--- src/ltafsm_pkg.sv ---
// Constants, register map and carrier types for the line-termination activation machine
package ltafsm_pkg;
   // Clock and supervision times
   localparam int unsigned CLK_HZ = 20_000_000;
   localparam int unsigned MS_PER_S = 1000;
   localparam int unsigned LONG_LOSS_MS = 480;
   localparam int unsigned HOLD_MS = 40;
   localparam int unsigned SF_MIN = 3;
   localparam int unsigned MS_W = 9;
   localparam logic [MS_W-1:0] LONG_LOSS_CNT = MS_W'(LONG_LOSS_MS);
   localparam logic [MS_W-1:0] HOLD_CNT = MS_W'(HOLD_MS);
   localparam logic [1:0] SF_LAST = 2'(SF_MIN - 1);

   // Register byte offsets
   localparam logic [3:0] CTRL_OFS = 4'h0;
   localparam logic [3:0] STATUS_OFS = 4'h4;
   localparam logic [3:0] IRQ_STAT_OFS = 4'h8;
   localparam logic [3:0] IRQ_MASK_OFS = 4'hC;
   localparam int unsigned ADDR_W = 4;

   // Control fields
   localparam int unsigned CTRL_REPORT_EN_BIT = 0;
   localparam int unsigned CTRL_HOLD_ON_WAKE_BIT = 1;
   localparam int unsigned CTRL_LOAD_GO_BIT = 2;
   localparam int unsigned CTRL_LOAD_CODE_LSB = 4;
   localparam logic [1:0] CTRL_RESET = 2'h0;

   // Event bits, shared by status, mask and report vector
   localparam int unsigned EV_ACTIVATE = 0;
   localparam int unsigned EV_DOWN = 1;
   localparam int unsigned EV_FRAMING = 2;
   localparam int unsigned EV_W = 3;

   // Status fields
   localparam int unsigned ST_CODE_LSB = 0;
   localparam int unsigned ST_LINE_BIT = 4;
   localparam int unsigned ST_ANNOUNCE_BIT = 5;
   localparam int unsigned ST_READY_BIT = 6;
   localparam int unsigned ST_LINE_ONLY_BIT = 7;
   localparam int unsigned ST_TIMER_BIT = 8;

   localparam logic [1:0] RESP_OKAY = 2'h0;
   localparam logic [1:0] RESP_SLVERR = 2'h2;

   typedef enum logic [3:0] {
      power_off_state, full_reset_state, awake_state, active_call_sync_state, active_state,
      link_only_active_state, deact_wait_state, deactivation_alerting_state, tear_down_state,
      pending_deactivation_state, receive_reset_state
   } ltafsm_state_type;
   localparam logic [3:0] STATE_LAST = 4'hA;

   typedef enum logic {silent_line_signal, full_transparency_signal} ltafsm_line_type;

   typedef struct packed {
      logic sync_ok;
      logic signal_present;
      logic far_end_awake_bit;
      logic superframe_end;
   } ltafsm_rx_type;

   typedef struct packed {
      ltafsm_line_type line_signal;
      logic teardown_announce_bit;
      logic transparency_ready_bit;
      logic line_only_turnon_bit;
   } ltafsm_tx_type;

   typedef struct packed {
      logic loss_of_framing_report;
      logic access_down_report;
      logic activate_access_report;
   } ltafsm_report_type;
endpackage

--- src/ltafsm_top.sv ---
// Line-termination activation/deactivation machine with AXI4-Lite control
// How it works
// - Holding state/event pairs keep the state and take no action.
// - Awake: signal missing over 480 ms returns to full reset.
// - Live states: sync loss to tear-down; signal loss starts hold, receive-reset.
// - Signal absent: tear-down starts hold timer; pending-deactivation goes to full reset.
// - Hold timer expiry in receive-reset: full reset and access-down report.
// - Alerting ends after at least three superframes sent with announce bit zero.
// - Alerting sends full transparency with announce and ready bits at zero.
// - Link-only active: far-end awake goes to active-call sync with activate report while the hold-on-wake bit is clear.
// - Reports to the exchange are only produced when enabled by the report-enable bit in the control register.
`timescale 1ns/1ps
module ltafsm_top
   import ltafsm_pkg::*;
#(
   parameter int unsigned MS_CYCLES = CLK_HZ / MS_PER_S
) (
   input wire logic core_clk,
   input wire logic rst_n,
   input wire ltafsm_rx_type rx,
   output ltafsm_tx_type tx,
   output ltafsm_report_type report,
   output logic irq,
   input wire logic [ADDR_W-1:0] s_axi_awaddr,
   input wire logic s_axi_awvalid,
   output logic s_axi_awready,
   input wire logic [31:0] s_axi_wdata,
   input wire logic [3:0] s_axi_wstrb,
   input wire logic s_axi_wvalid,
   output logic s_axi_wready,
   output logic [1:0] s_axi_bresp,
   output logic s_axi_bvalid,
   input wire logic s_axi_bready,
   input wire logic [ADDR_W-1:0] s_axi_araddr,
   input wire logic s_axi_arvalid,
   output logic s_axi_arready,
   output logic [31:0] s_axi_rdata,
   output logic [1:0] s_axi_rresp,
   output logic s_axi_rvalid,
   input wire logic s_axi_rready
);
   logic rst_meta_reg, rst_i_n;
   always_ff @(posedge core_clk or negedge rst_n) begin
      if (!rst_n) begin
         rst_meta_reg <= 1'b0;
         rst_i_n <= 1'b0;
      end else begin
         rst_meta_reg <= 1'b1;
         rst_i_n <= rst_meta_reg;
      end
   end

   // Register bus
   logic aw_hold_reg, aw_hold_next, w_hold_reg, w_hold_next;
   logic [ADDR_W-1:0] awaddr_reg, awaddr_next;
   logic [31:0] wdata_reg, wdata_next;
   logic wlane_reg, wlane_next;
   logic bvalid_reg, bvalid_next, rvalid_reg, rvalid_next;
   logic [1:0] bresp_reg, bresp_next, rresp_reg, rresp_next;
   logic [31:0] rdata_reg, rdata_next;
   logic [1:0] ctrl_reg, ctrl_next;
   logic load_go_reg, load_go_next;
   logic [3:0] load_code_reg, load_code_next;
   logic [EV_W-1:0] irq_stat_reg, irq_stat_next, irq_mask_reg, irq_mask_next, ev;
   logic do_write;
   ltafsm_state_type state_reg, state_next;
   ltafsm_tx_type tx_reg, tx_next;
   logic hold_run_reg;

   assign s_axi_awready = !aw_hold_reg && !bvalid_reg;
   assign s_axi_wready = !w_hold_reg && !bvalid_reg;
   assign s_axi_arready = !rvalid_reg;
   assign s_axi_bvalid = bvalid_reg;
   assign s_axi_bresp = bresp_reg;
   assign s_axi_rvalid = rvalid_reg;
   assign s_axi_rresp = rresp_reg;
   assign s_axi_rdata = rdata_reg;
   assign do_write = aw_hold_reg && w_hold_reg && !bvalid_reg;
   assign irq = |(irq_stat_reg & irq_mask_reg);

   always_comb begin
      aw_hold_next = aw_hold_reg;
      w_hold_next = w_hold_reg;
      awaddr_next = awaddr_reg;
      wdata_next = wdata_reg;
      wlane_next = wlane_reg;
      bvalid_next = bvalid_reg;
      bresp_next = bresp_reg;
      rvalid_next = rvalid_reg;
      rresp_next = rresp_reg;
      rdata_next = rdata_reg;
      ctrl_next = ctrl_reg;
      load_go_next = 1'b0;
      load_code_next = load_code_reg;
      irq_mask_next = irq_mask_reg;
      // A new event wins over a clear written in the same cycle
      irq_stat_next = irq_stat_reg | ev;
      if (s_axi_awvalid && s_axi_awready) begin
         aw_hold_next = 1'b1;
         awaddr_next = s_axi_awaddr;
      end
      if (s_axi_wvalid && s_axi_wready) begin
         w_hold_next = 1'b1;
         wdata_next = s_axi_wdata;
         wlane_next = s_axi_wstrb[0];
      end
      if (do_write) begin
         aw_hold_next = 1'b0;
         w_hold_next = 1'b0;
         bvalid_next = 1'b1;
         bresp_next = RESP_OKAY;
         unique case (awaddr_reg)
            CTRL_OFS: if (wlane_reg) begin
               ctrl_next = wdata_reg[1:0];
               load_go_next = wdata_reg[CTRL_LOAD_GO_BIT];
               load_code_next = wdata_reg[CTRL_LOAD_CODE_LSB +: 4];
            end
            STATUS_OFS: ;
            IRQ_STAT_OFS: if (wlane_reg) begin
               irq_stat_next = (irq_stat_reg & ~wdata_reg[EV_W-1:0]) | ev;
            end
            IRQ_MASK_OFS: if (wlane_reg) begin
               irq_mask_next = wdata_reg[EV_W-1:0];
            end
            default: bresp_next = RESP_SLVERR;
         endcase
      end else if (bvalid_reg && s_axi_bready) begin
         bvalid_next = 1'b0;
      end
      if (s_axi_arvalid && s_axi_arready) begin
         rvalid_next = 1'b1;
         rresp_next = RESP_OKAY;
         rdata_next = '0;
         unique case (s_axi_araddr)
            CTRL_OFS: rdata_next[1:0] = ctrl_reg;
            STATUS_OFS: begin
               rdata_next[ST_CODE_LSB +: 4] = state_reg;
               rdata_next[ST_LINE_BIT] = tx_reg.line_signal;
               rdata_next[ST_ANNOUNCE_BIT] = tx_reg.teardown_announce_bit;
               rdata_next[ST_READY_BIT] = tx_reg.transparency_ready_bit;
               rdata_next[ST_LINE_ONLY_BIT] = tx_reg.line_only_turnon_bit;
               rdata_next[ST_TIMER_BIT] = hold_run_reg;
            end
            IRQ_STAT_OFS: rdata_next[EV_W-1:0] = irq_stat_reg;
            IRQ_MASK_OFS: rdata_next[EV_W-1:0] = irq_mask_reg;
            default: rresp_next = RESP_SLVERR;
         endcase
      end else if (rvalid_reg && s_axi_rready) begin
         rvalid_next = 1'b0;
      end
   end

   always_ff @(posedge core_clk or negedge rst_i_n) begin
      if (!rst_i_n) begin
         aw_hold_reg <= 1'b0;
         w_hold_reg <= 1'b0;
         awaddr_reg <= '0;
         wdata_reg <= '0;
         wlane_reg <= 1'b0;
         bvalid_reg <= 1'b0;
         bresp_reg <= RESP_OKAY;
         rvalid_reg <= 1'b0;
         rresp_reg <= RESP_OKAY;
         rdata_reg <= '0;
         ctrl_reg <= CTRL_RESET;
         load_go_reg <= 1'b0;
         load_code_reg <= '0;
         irq_stat_reg <= '0;
         irq_mask_reg <= '0;
      end else begin
         aw_hold_reg <= aw_hold_next;
         w_hold_reg <= w_hold_next;
         awaddr_reg <= awaddr_next;
         wdata_reg <= wdata_next;
         wlane_reg <= wlane_next;
         bvalid_reg <= bvalid_next;
         bresp_reg <= bresp_next;
         rvalid_reg <= rvalid_next;
         rresp_reg <= rresp_next;
         rdata_reg <= rdata_next;
         ctrl_reg <= ctrl_next;
         load_go_reg <= load_go_next;
         load_code_reg <= load_code_next;
         irq_stat_reg <= irq_stat_next;
         irq_mask_reg <= irq_mask_next;
      end
   end

   // Supervision timers, millisecond resolution
   logic [31:0] ms_div_reg, ms_div_next;
   logic [MS_W-1:0] sig_ms_reg, sig_ms_next, sync_ms_reg, sync_ms_next, hold_ms_reg, hold_ms_next;
   logic hold_run_next, hold_start, ms_tick, sig_long, sync_long, hold_expired;

   assign ms_tick = (ms_div_reg == MS_CYCLES - 1);
   // Loss counters saturate one past the limit, so "longer than 480 ms" is a compare
   assign sig_long = (sig_ms_reg > LONG_LOSS_CNT);
   assign sync_long = (sync_ms_reg > LONG_LOSS_CNT);
   assign hold_expired = hold_run_reg && (hold_ms_reg == HOLD_CNT);

   always_comb begin
      ms_div_next = ms_tick ? '0 : ms_div_reg + 32'h1;
      sig_ms_next = sig_ms_reg;
      sync_ms_next = sync_ms_reg;
      hold_ms_next = hold_ms_reg;
      hold_run_next = hold_run_reg;
      if (rx.signal_present) begin
         sig_ms_next = '0;
      end else if (ms_tick && !sig_long) begin
         sig_ms_next = sig_ms_reg + MS_W'(1);
      end
      if (rx.sync_ok) begin
         sync_ms_next = '0;
      end else if (ms_tick && !sync_long) begin
         sync_ms_next = sync_ms_reg + MS_W'(1);
      end
      if (hold_start) begin
         hold_run_next = 1'b1;
         hold_ms_next = '0;
      end else if (state_next != receive_reset_state) begin
         hold_run_next = 1'b0;
      end else if (hold_run_reg && ms_tick && !hold_expired) begin
         hold_ms_next = hold_ms_reg + MS_W'(1);
      end
   end

   always_ff @(posedge core_clk or negedge rst_i_n) begin
      if (!rst_i_n) begin
         ms_div_reg <= '0;
         sig_ms_reg <= '0;
         sync_ms_reg <= '0;
         hold_ms_reg <= '0;
         hold_run_reg <= 1'b0;
      end else begin
         ms_div_reg <= ms_div_next;
         sig_ms_reg <= sig_ms_next;
         sync_ms_reg <= sync_ms_next;
         hold_ms_reg <= hold_ms_next;
         hold_run_reg <= hold_run_next;
      end
   end

   // State machine
   logic [1:0] sf_cnt_reg, sf_cnt_next;
   ltafsm_report_type report_reg, report_next;
   logic live;

   assign live = state_reg inside {active_call_sync_state, active_state, link_only_active_state,
      deact_wait_state, deactivation_alerting_state};
   assign ev = {report_next.loss_of_framing_report, report_next.access_down_report,
      report_next.activate_access_report};

   always_comb begin
      state_next = state_reg;
      report_next = '0;
      hold_start = 1'b0;
      sf_cnt_next = '0;
      // Entry into the earlier states is driven from software
      if (load_go_reg) begin
         if (load_code_reg <= STATE_LAST) begin
            state_next = ltafsm_state_type'(load_code_reg);
         end
      end else begin
         unique case (state_reg)
            power_off_state, full_reset_state: ;
            awake_state: if (sig_long) begin
               state_next = full_reset_state;
            end
            active_call_sync_state, active_state, link_only_active_state, deact_wait_state,
            deactivation_alerting_state: begin
               // Lost energy also loses sync; signal loss is taken first
               if (sig_long) begin
                  state_next = receive_reset_state;
                  hold_start = 1'b1;
                  report_next.loss_of_framing_report = 1'b1;
               end else if (sync_long) begin
                  state_next = tear_down_state;
                  report_next.loss_of_framing_report = 1'b1;
               end else if (state_reg == link_only_active_state && rx.far_end_awake_bit &&
                            !ctrl_reg[CTRL_HOLD_ON_WAKE_BIT]) begin
                  state_next = active_call_sync_state;
                  report_next.activate_access_report = 1'b1;
               end else if (state_reg == deactivation_alerting_state && rx.superframe_end) begin
                  if (sf_cnt_reg == SF_LAST) begin
                     state_next = pending_deactivation_state;
                  end else begin
                     sf_cnt_next = sf_cnt_reg + 2'h1;
                  end
               end else if (state_reg == deactivation_alerting_state) begin
                  sf_cnt_next = sf_cnt_reg;
               end
            end
            tear_down_state: if (!rx.signal_present) begin
               state_next = receive_reset_state;
               hold_start = 1'b1;
            end
            pending_deactivation_state: if (!rx.signal_present) begin
               state_next = full_reset_state;
               report_next.access_down_report = 1'b1;
            end
            receive_reset_state: if (hold_expired) begin
               state_next = full_reset_state;
               report_next.access_down_report = 1'b1;
            end
         endcase
      end
      tx_next = '{silent_line_signal, 1'b0, 1'b0, 1'b0};
      unique case (state_next)
         active_call_sync_state: tx_next = '{full_transparency_signal, 1'b1, 1'b0, 1'b1};
         active_state: tx_next = '{full_transparency_signal, 1'b1, 1'b1, 1'b1};
         link_only_active_state, deact_wait_state:
            tx_next = '{full_transparency_signal, 1'b1, 1'b0, 1'b0};
         deactivation_alerting_state:
            tx_next = '{full_transparency_signal, 1'b0, 1'b0, 1'b0};
         power_off_state, full_reset_state, awake_state, tear_down_state,
         pending_deactivation_state, receive_reset_state: ;
      endcase
   end

   always_ff @(posedge core_clk or negedge rst_i_n) begin
      if (!rst_i_n) begin
         state_reg <= power_off_state;
         tx_reg <= '{silent_line_signal, 1'b0, 1'b0, 1'b0};
         sf_cnt_reg <= '0;
         report_reg <= '0;
      end else begin
         state_reg <= state_next;
         tx_reg <= tx_next;
         sf_cnt_reg <= sf_cnt_next;
         // Interrupt status still sees events when reports are withheld
         report_reg <= ctrl_reg[CTRL_REPORT_EN_BIT] ? report_next : '0;
      end
   end

   assign tx = tx_reg;
   assign report = report_reg;
endmodule

--- config.mk ---
export PLATFORM = sky130hd
export DESIGN_NAME = ltafsm_top
export DESIGN_NICKNAME = d
export VERILOG_FILES = /design/src/ltafsm_pkg.sv /design/src/ltafsm_top.sv
export SDC_FILE = /design/constraint.sdc
export NUM_CORES = 1
export LEC_CHECK = 0
export ABC_CLOCK_PERIOD_IN_PS = 5250
export BUFFER_PORTS_ARGS = -buffer_cell sky130_fd_sc_hd__buf_4
export CORE_MARGIN = 2
export CORE_UTILIZATION = 60
export DETAILED_ROUTE_END_ITERATION = 8
export PLACE_DENSITY_LB_ADDON = 0.25
export SLEW_MARGIN = 25
export SYNTH_ARGS = -nofsm -noshare
export SYNTH_HDL_FRONTEND = slang
export SYNTH_SLANG_ARGS = --single-unit
--- constraint.sdc ---
create_clock -name core_clk -period 5.25 [get_ports core_clk]
set_input_delay 1.05 -clock core_clk [delete_from_list [all_inputs] [get_ports core_clk]]
set_output_delay 1.05 -clock core_clk [all_outputs]
set_load 0.01 [all_outputs]
# Word level (Yosys, flattened, before mapping)
# Cells that the tools add are included.
# W data, S select, Z words.
dict set report totals {
  regBits 118
  in_bits 55
  out_inout_bits 49
  elab_cells 178
}
dict set report classes {
  add_sub_neg 5
  n_lt_le_gt_ge 3
  eq_ne 26
  muxes 65
  bitwise_logic 5
  n_reduce_logical 43
}
# cell count
set ops {}
lappend ops {{$mux W9} 7}
lappend ops {{$mux W4} 11}
lappend ops {{$eq A4 B3 Y1 const B} 10}
lappend ops {{$add A32 B1 Y32 const B} 1}
lappend ops {{$eq A32 B15 Y1 const B} 1}
lappend ops {{$mux W32} 1}
lappend ops {{$eq A4 B4 Y1 const B} 7}
lappend ops {{$add A9 B1 Y9 const B} 3}
lappend ops {{$mux W1} 24}
lappend ops {{$mux W2} 10}
lappend ops {{$pmux W4 S5} 1}
lappend ops {{$gt A9 B9 Y1 const B} 2}
lappend ops {{$logic_and A1 B1 Y1} 17}
lappend ops {{$pmux W4 S4} 1}
lappend ops {{$reduce_bool A2 Y1} 8}
lappend ops {{$mux W3} 5}
lappend ops {{$eq A4 B2 Y1 const B} 3}
lappend ops {{$eq A9 B6 Y1 const B} 1}
lappend ops {{$logic_not A1 Y1} 8}
lappend ops {{$logic_not A4 Y1} 2}
lappend ops {{$pmux W2 S4} 1}
lappend ops {{$reduce_or A4 Y1} 2}
lappend ops {{$ne A7 B7 Y1 const B} 1}
lappend ops {{$and A3 B3 Y3} 2}
lappend ops {{other kinds (15)} 18}

# Logic depth before layout (Yosys ltp)
dict set report logic_depth {
  word_depth 12
  ltp_mapped 10
}

# Worst setup path after synthesis
# No wires, ideal clock.
dict set report synth_path {
  kind {input to register}
  start {in rx[0] in the netlist's numbering}
  end {reg hold_ms_reg[7]}
  setup_ns 0.078
  arrival_ns 2.685
  t_required_ns 5.172
  slack_ns 2.487
  path_stages 8
  path_buffers 1
  cell_sequence {and4b_1 > a211oi_1 > nand3_1 > a31oi_2 > nand4_4 > buf_6 > or3_1 > a21oi_1}
}
dict set report synth_between {
  elab_chain_len 10
}
# item line
set synth_rtl {}
lappend synth_rtl {{start, declared} ltafsm_top.sv:20} ;# input wire ltafsm_rx_type rx,
lappend synth_rtl {{$logic_and A1 B1 Y1} ltafsm_top.sv:282} ;# end else if (state_reg == deactivation_alerting_state && rx.superframe_end) begin
lappend synth_rtl {{$mux W4} ltafsm_top.sv:282}
lappend synth_rtl {{$mux W4} ltafsm_top.sv:278} ;# end else if (state_reg == link_only_active_state && rx.far_end_awake_bit &&
lappend synth_rtl {{$mux W4} ltafsm_top.sv:275} ;# end else if (sync_long) begin
lappend synth_rtl {{$mux W4} ltafsm_top.sv:271} ;# if (sig_long) begin
lappend synth_rtl {{$pmux W4 S5} ltafsm_top.sv:263} ;# unique case (state_reg)
lappend synth_rtl {{$mux W4} ltafsm_top.sv:258} ;# if (load_go_reg) begin
lappend synth_rtl {{via state_next[1]} ltafsm_top.sv:66} ;# ltafsm_state_type state_reg, state_next;
lappend synth_rtl {{$ne A4 B4 Y1} ltafsm_top.sv:219} ;# end else if (state_next != receive_reset_state) begin
lappend synth_rtl {{$ne A2 B2 Y1 (no line)} --}
lappend synth_rtl {{$reduce_and A2 Y1 (no line)} --}
lappend synth_rtl {{end signal, assigned} ltafsm_top.sv:237} ;# hold_ms_reg <= hold_ms_next;
lappend synth_rtl {{end, declared} ltafsm_top.sv:191} ;# logic [MS_W-1:0] sig_ms_reg, sig_ms_next, sync_ms_reg, sync_ms_next, hold_ms_reg, hold_ms_next;
# The timed path passes the listed nets, and every way through them passes these cells.
# A chain may end at the register's enable or synchronous reset.

# Worst setup path after layout
dict set report layout_path {
  start {reg sig_ms_reg[0]}
  end {reg hold_ms_reg[6]}
}
dict set report layout_between {
  elab_chain_len 7
  word_cells_on_any_way 13
  classes_between {order compare (1); eq/ne (2); mux (8); reduce/logical (2)}
}
# item line
set layout_rtl {}
lappend layout_rtl {{start, declared} ltafsm_top.sv:191}
lappend layout_rtl {{start signal, assigned} ltafsm_top.sv:235} ;# sig_ms_reg <= sig_ms_next;
lappend layout_rtl {{$gt A9 B9 Y1 (*)} ltafsm_top.sv:196} ;# assign sig_long = (sig_ms_reg > LONG_LOSS_CNT);
lappend layout_rtl {{$mux W4 (on tied branches)} {ltafsm_top.sv:271, ltafsm_top.sv:265}}
lappend layout_rtl {{$pmux W4 S5 (*)} ltafsm_top.sv:263}
lappend layout_rtl {{$mux W4 (*)} ltafsm_top.sv:258}
lappend layout_rtl {{via state_next[3]} ltafsm_top.sv:66}
lappend layout_rtl {{$ne A4 B4 Y1 (*)} ltafsm_top.sv:219}
lappend layout_rtl {{$ne A2 B2 Y1 (no line) (*)} --}
lappend layout_rtl {{$reduce_and A2 Y1 (no line) (*)} --}
# The timed path passes the listed nets; every way through them passes the cells marked *.

==> summary.md <==
| Metric | Value |
|---|---|
| GRT Util Overall | `22.7%` |
| CTS tree | `done` |
| Maximum buffer depth of the clock tree | `2` |
| Setup Buffers After CTS | `0` |
| IO Pins | `104` |
| Die X | `101 um` |
| Max reg flops | `32` |
| Status | `finished, final reports clean` |
| Yosys warnings | `0` |
| Worst r2r src | `sig_ms_reg[0]$_DFFE_PN0P_` |
| Pins over their slew limit | `0` |
| Crit path cell chain | `inv_1 -> ha_1 -> nor4b_1 -> o22ai_1 -> a22oi_1 -> o221ai_2 -> nand4_4 -> or4_1 -> nand2_1` |
| Worst Setup EP | `hold_ms_reg[6]$_DFFE_PN0P_` |
| FF-to-FF path depth | `9` |
| Initial antenna violation count | `0` |
| DR vias/cell | `5.64` |
| WP data arrival | `3.26 ns` |
| Max stage delay on crit path | `0.52 ns` |
| Mapped cell area | `5670 um2` |
| Area growth syn-to-layout | `17.3%` |
| Largest net degree at the start of global routing | `59` |
| First-pass GRT wire length | `18.1 mm` |
| Max Clock Freq | `0.358 GHz` |
| Clock sink total | `115` |
| Seq/Total Area, Yosys | `50.8%` |
| Pwr/cell area | `426 nW/um2` |
| Clock Latency Late Sink | `0.53 ns` |
| Most common cell in the netlist | `dfrtp_1` |
| Slew @ Worst Pin | `0.778 ns` |
| CP top delay family | `simple AND/OR/NAND/NOR gates` |
| Final worst slack | `2.45 ns` |
| Final worst path period need | `2.80 ns` |
| Wire length per cell | `15.0 um` |
| Hold Vio Cnt, Final | `0` |
| Overflow after GRT | `0` |
| Final setup fails | `0` |
| Cts repair resizes | `0` |
| Cells after Synth | `535` |
| Most frequent cells after synthesis | `dfrtp_1 (115), nor2_1 (52), buf_4 (25), nand2_1 (25), inv_1 (24)` |
| Tightest Hold Check Type | `input port to async pin` |
| Clock Pin Slew Worst Setup and Hold Paths | `0.06 ns` |
| # nets final | `653` |
| Core box area | `9200 um2` |
| Worst Clk Skew | `0.00772 ns` |
| Critical path buffers and inverters | `1` |
| Synth top area share | `50.8%` |
| Hold buffers post-CTS | `0` |
| Slowest stage cell, crit path | `or4_1` |
| Cell Rows | `35` |
| DR DRC count | `0` |
| Die footprint | `10200 um2` |
| Die Y | `101 um` |
| Crit. End Element | `flip-flop` |
| Yosys reg bits | `115` |
| Syn Area/Cell | `10.6 um2` |
| Remaining antenna violation count | `0` |
| Capture point of the worst reg-to-reg path | `hold_ms_reg[6]$_DFFE_PN0P_` |
| Async S/R FF share, synth | `100%` |
| Number of port buffers | `50` |
| Fillers | `645` |
| Synth top area cells | `dfrtp_1 (51%), mux2_2 (4.4%), nor2_1 (3.4%)` |
| Vias in the first global route | `3910` |
| DP Worst Slack | `2.16 ns` |
| Tot Pwr | `2830 uW` |
| DR iter-0 viols | `251` |
| Final period utilization | `53.2%` |
| Post-synth top area cell | `dfrtp_1` |
| Max Cap Viol | `0` |
| Max_slew headroom | `47.7%` |
| DP Wirelength | `7.28 mm` |
| Vias post-DR | `4032` |
| Ant diodes | `0` |
| GP Congestion | `0.831` |
| Worst-path fanout max | `16` |
| CP Data Required Time | `5.71 ns` |
| Synth Flop Type | `dfrtp_1` |
| Initial core utilization | `61.6%` |
| Worst vdd ir | `330 uV` |
| RSZ-0062 raised after global routing | `no` |
| Setup CP Type | `flip-flop to flip-flop` |
| Routed WL | `10.7 mm` |
| R2R setup slack | `2.45 ns` |
| CTS Buf Count | `17` |
| H-tree depth | `4` |
| Static Leak | `0.00312 uW` |
| Final TNS setup | `0 ns` |
| Root Driver | `clkbuf_8` |
| Cell variety after synth | `61` |
| Crit. path cell count | `9` |
| Worst Setup SP | `sig_ms_reg[0]$_DFFE_PN0P_` |
| Number of flops mapped to enable cells by yosys | `0` |
| Drt pass-1 iters | `4` |
| Share of layout cells above drive strength 1 | `19.0%` |
| Worst setup SP type | `flip-flop` |
[power by group]
| group | switching [uW] | internal (uW) |
|---|---|---|
| combinational | 225 | 252 |
| clock | 388 | 791 |
| sequential | 152 | 1020 |
[per-layer routing]
metal | wire [um] | up-vias | share of wire (%) | global-route usage, %
li1 | - | 1963 | - | -
met1 | 4880 | 1954 | 46 | 31.2
met2 | 5150 | 102 | 48 | 34.5
met3 | 543 | 13 | 5.1 | 6.69
met4 | 156 | 0 | 1.5 | 8.52
met5 | 0 | - | 0 | 0
[through the flow]
| step | std cells | cell area, um2 | util (%) | hold WS [ns] |
|---|---|---|---|---|
| final | 715 | 6650 | 72.3 | 0.298 |
| after detailed placement | 683 | 6040 | 65.6 | 0.340 |
| after floorplan | 559 | 5760 | - | 0.331 |
| after global routing | 715 | 6650 | 72.3 | 0.283 |
| after global placement | 683 | 6040 | 65.6 | 0.341 |
| after CTS | 715 | 6650 | 72.3 | 0.286 |
[kinds of logic (layout without fill, tap and decap cells)]
group | after synthesis | count (layout) | share of synthesized area, %
AO/OA/AOI/OAI | 72 | 72 | 9.23
XOR/XNOR | 43 | 43 | 6.65
adder cells (fa/ha/maj) | 7 | 7 | 1.55
buffers and inverters | 63 | 108 | 6.05
flip-flops | 115 | 115 | 50.8
multiplexers | 28 | 28 | 5.87
other | 2 | 26 | 0.133
AND/OR/NAND/NOR | 205 | 205 | 19.7
[layout make-up]
type                       instances  area [um2]  share of cell area, %
tap                              111         139                   2.09
multi-input combinational        381        2540                   38.2
timing repair buffer              52         390                   5.87
clock inverter                    10         155                   2.33
inverter                          24        90.1                   1.36
sequential                       115        2880                   43.4
clock buffer                      22         453                   6.82
[layout by cell type, fill, tap and decap left out, types with 6 or more instances in the layout]
| cell | synthesis | final |
|---|---|---|
| or3_1 | 11 | 11 |
| nor3_1 | 12 | 12 |
| conb_1 | 2 | 26 |
| xnor2_1 | 22 | 22 |
| a21o_1 | 7 | 7 |
| nor4_1 | 6 | 6 |
| buf_4 | 25 | 52 |
| clkbuf_16 | 0 | 16 |
| and3_1 | 11 | 11 |
| nand2_1 | 25 | 25 |
| dfrtp_1 | 115 | 114 |
| nor3b_1 | 6 | 6 |
| a21oi_1 | 17 | 17 |
| mux2_2 | 22 | 22 |
| nand3_1 | 22 | 22 |
| o21ai_0 | 14 | 14 |
| inv_1 | 24 | 24 |
| a22o_1 | 9 | 9 |
| nor2_1 | 52 | 52 |
| xor2_1 | 21 | 21 |
| and2_1 | 9 | 9 |
| nor4b_1 | 7 | 7 |
| ha_1 | 7 | 7 |
| nand4_1 | 19 | 19 |
[worst min path at each step]
| stage | start | slack, ns | end |
|---|---|---|---|
| floorplan | rst_meta_reg$_DFF_PN0_ | 0.33 | rst_i_n$_DFF_PN0_ |
| global placement | rst_meta_reg$_DFF_PN0_ | 0.34 | rst_i_n$_DFF_PN0_ |
| detailed placement | rst_meta_reg$_DFF_PN0_ | 0.34 | rst_i_n$_DFF_PN0_ |
| CTS | rst_n | 0.29 | rst_i_n$_DFF_PN0_ |
| global route | rst_n | 0.28 | rst_i_n$_DFF_PN0_ |
| finish | rst_n | 0.30 | rst_i_n$_DFF_PN0_ |
No activity file was read; power rests on OpenSTA's default activity.
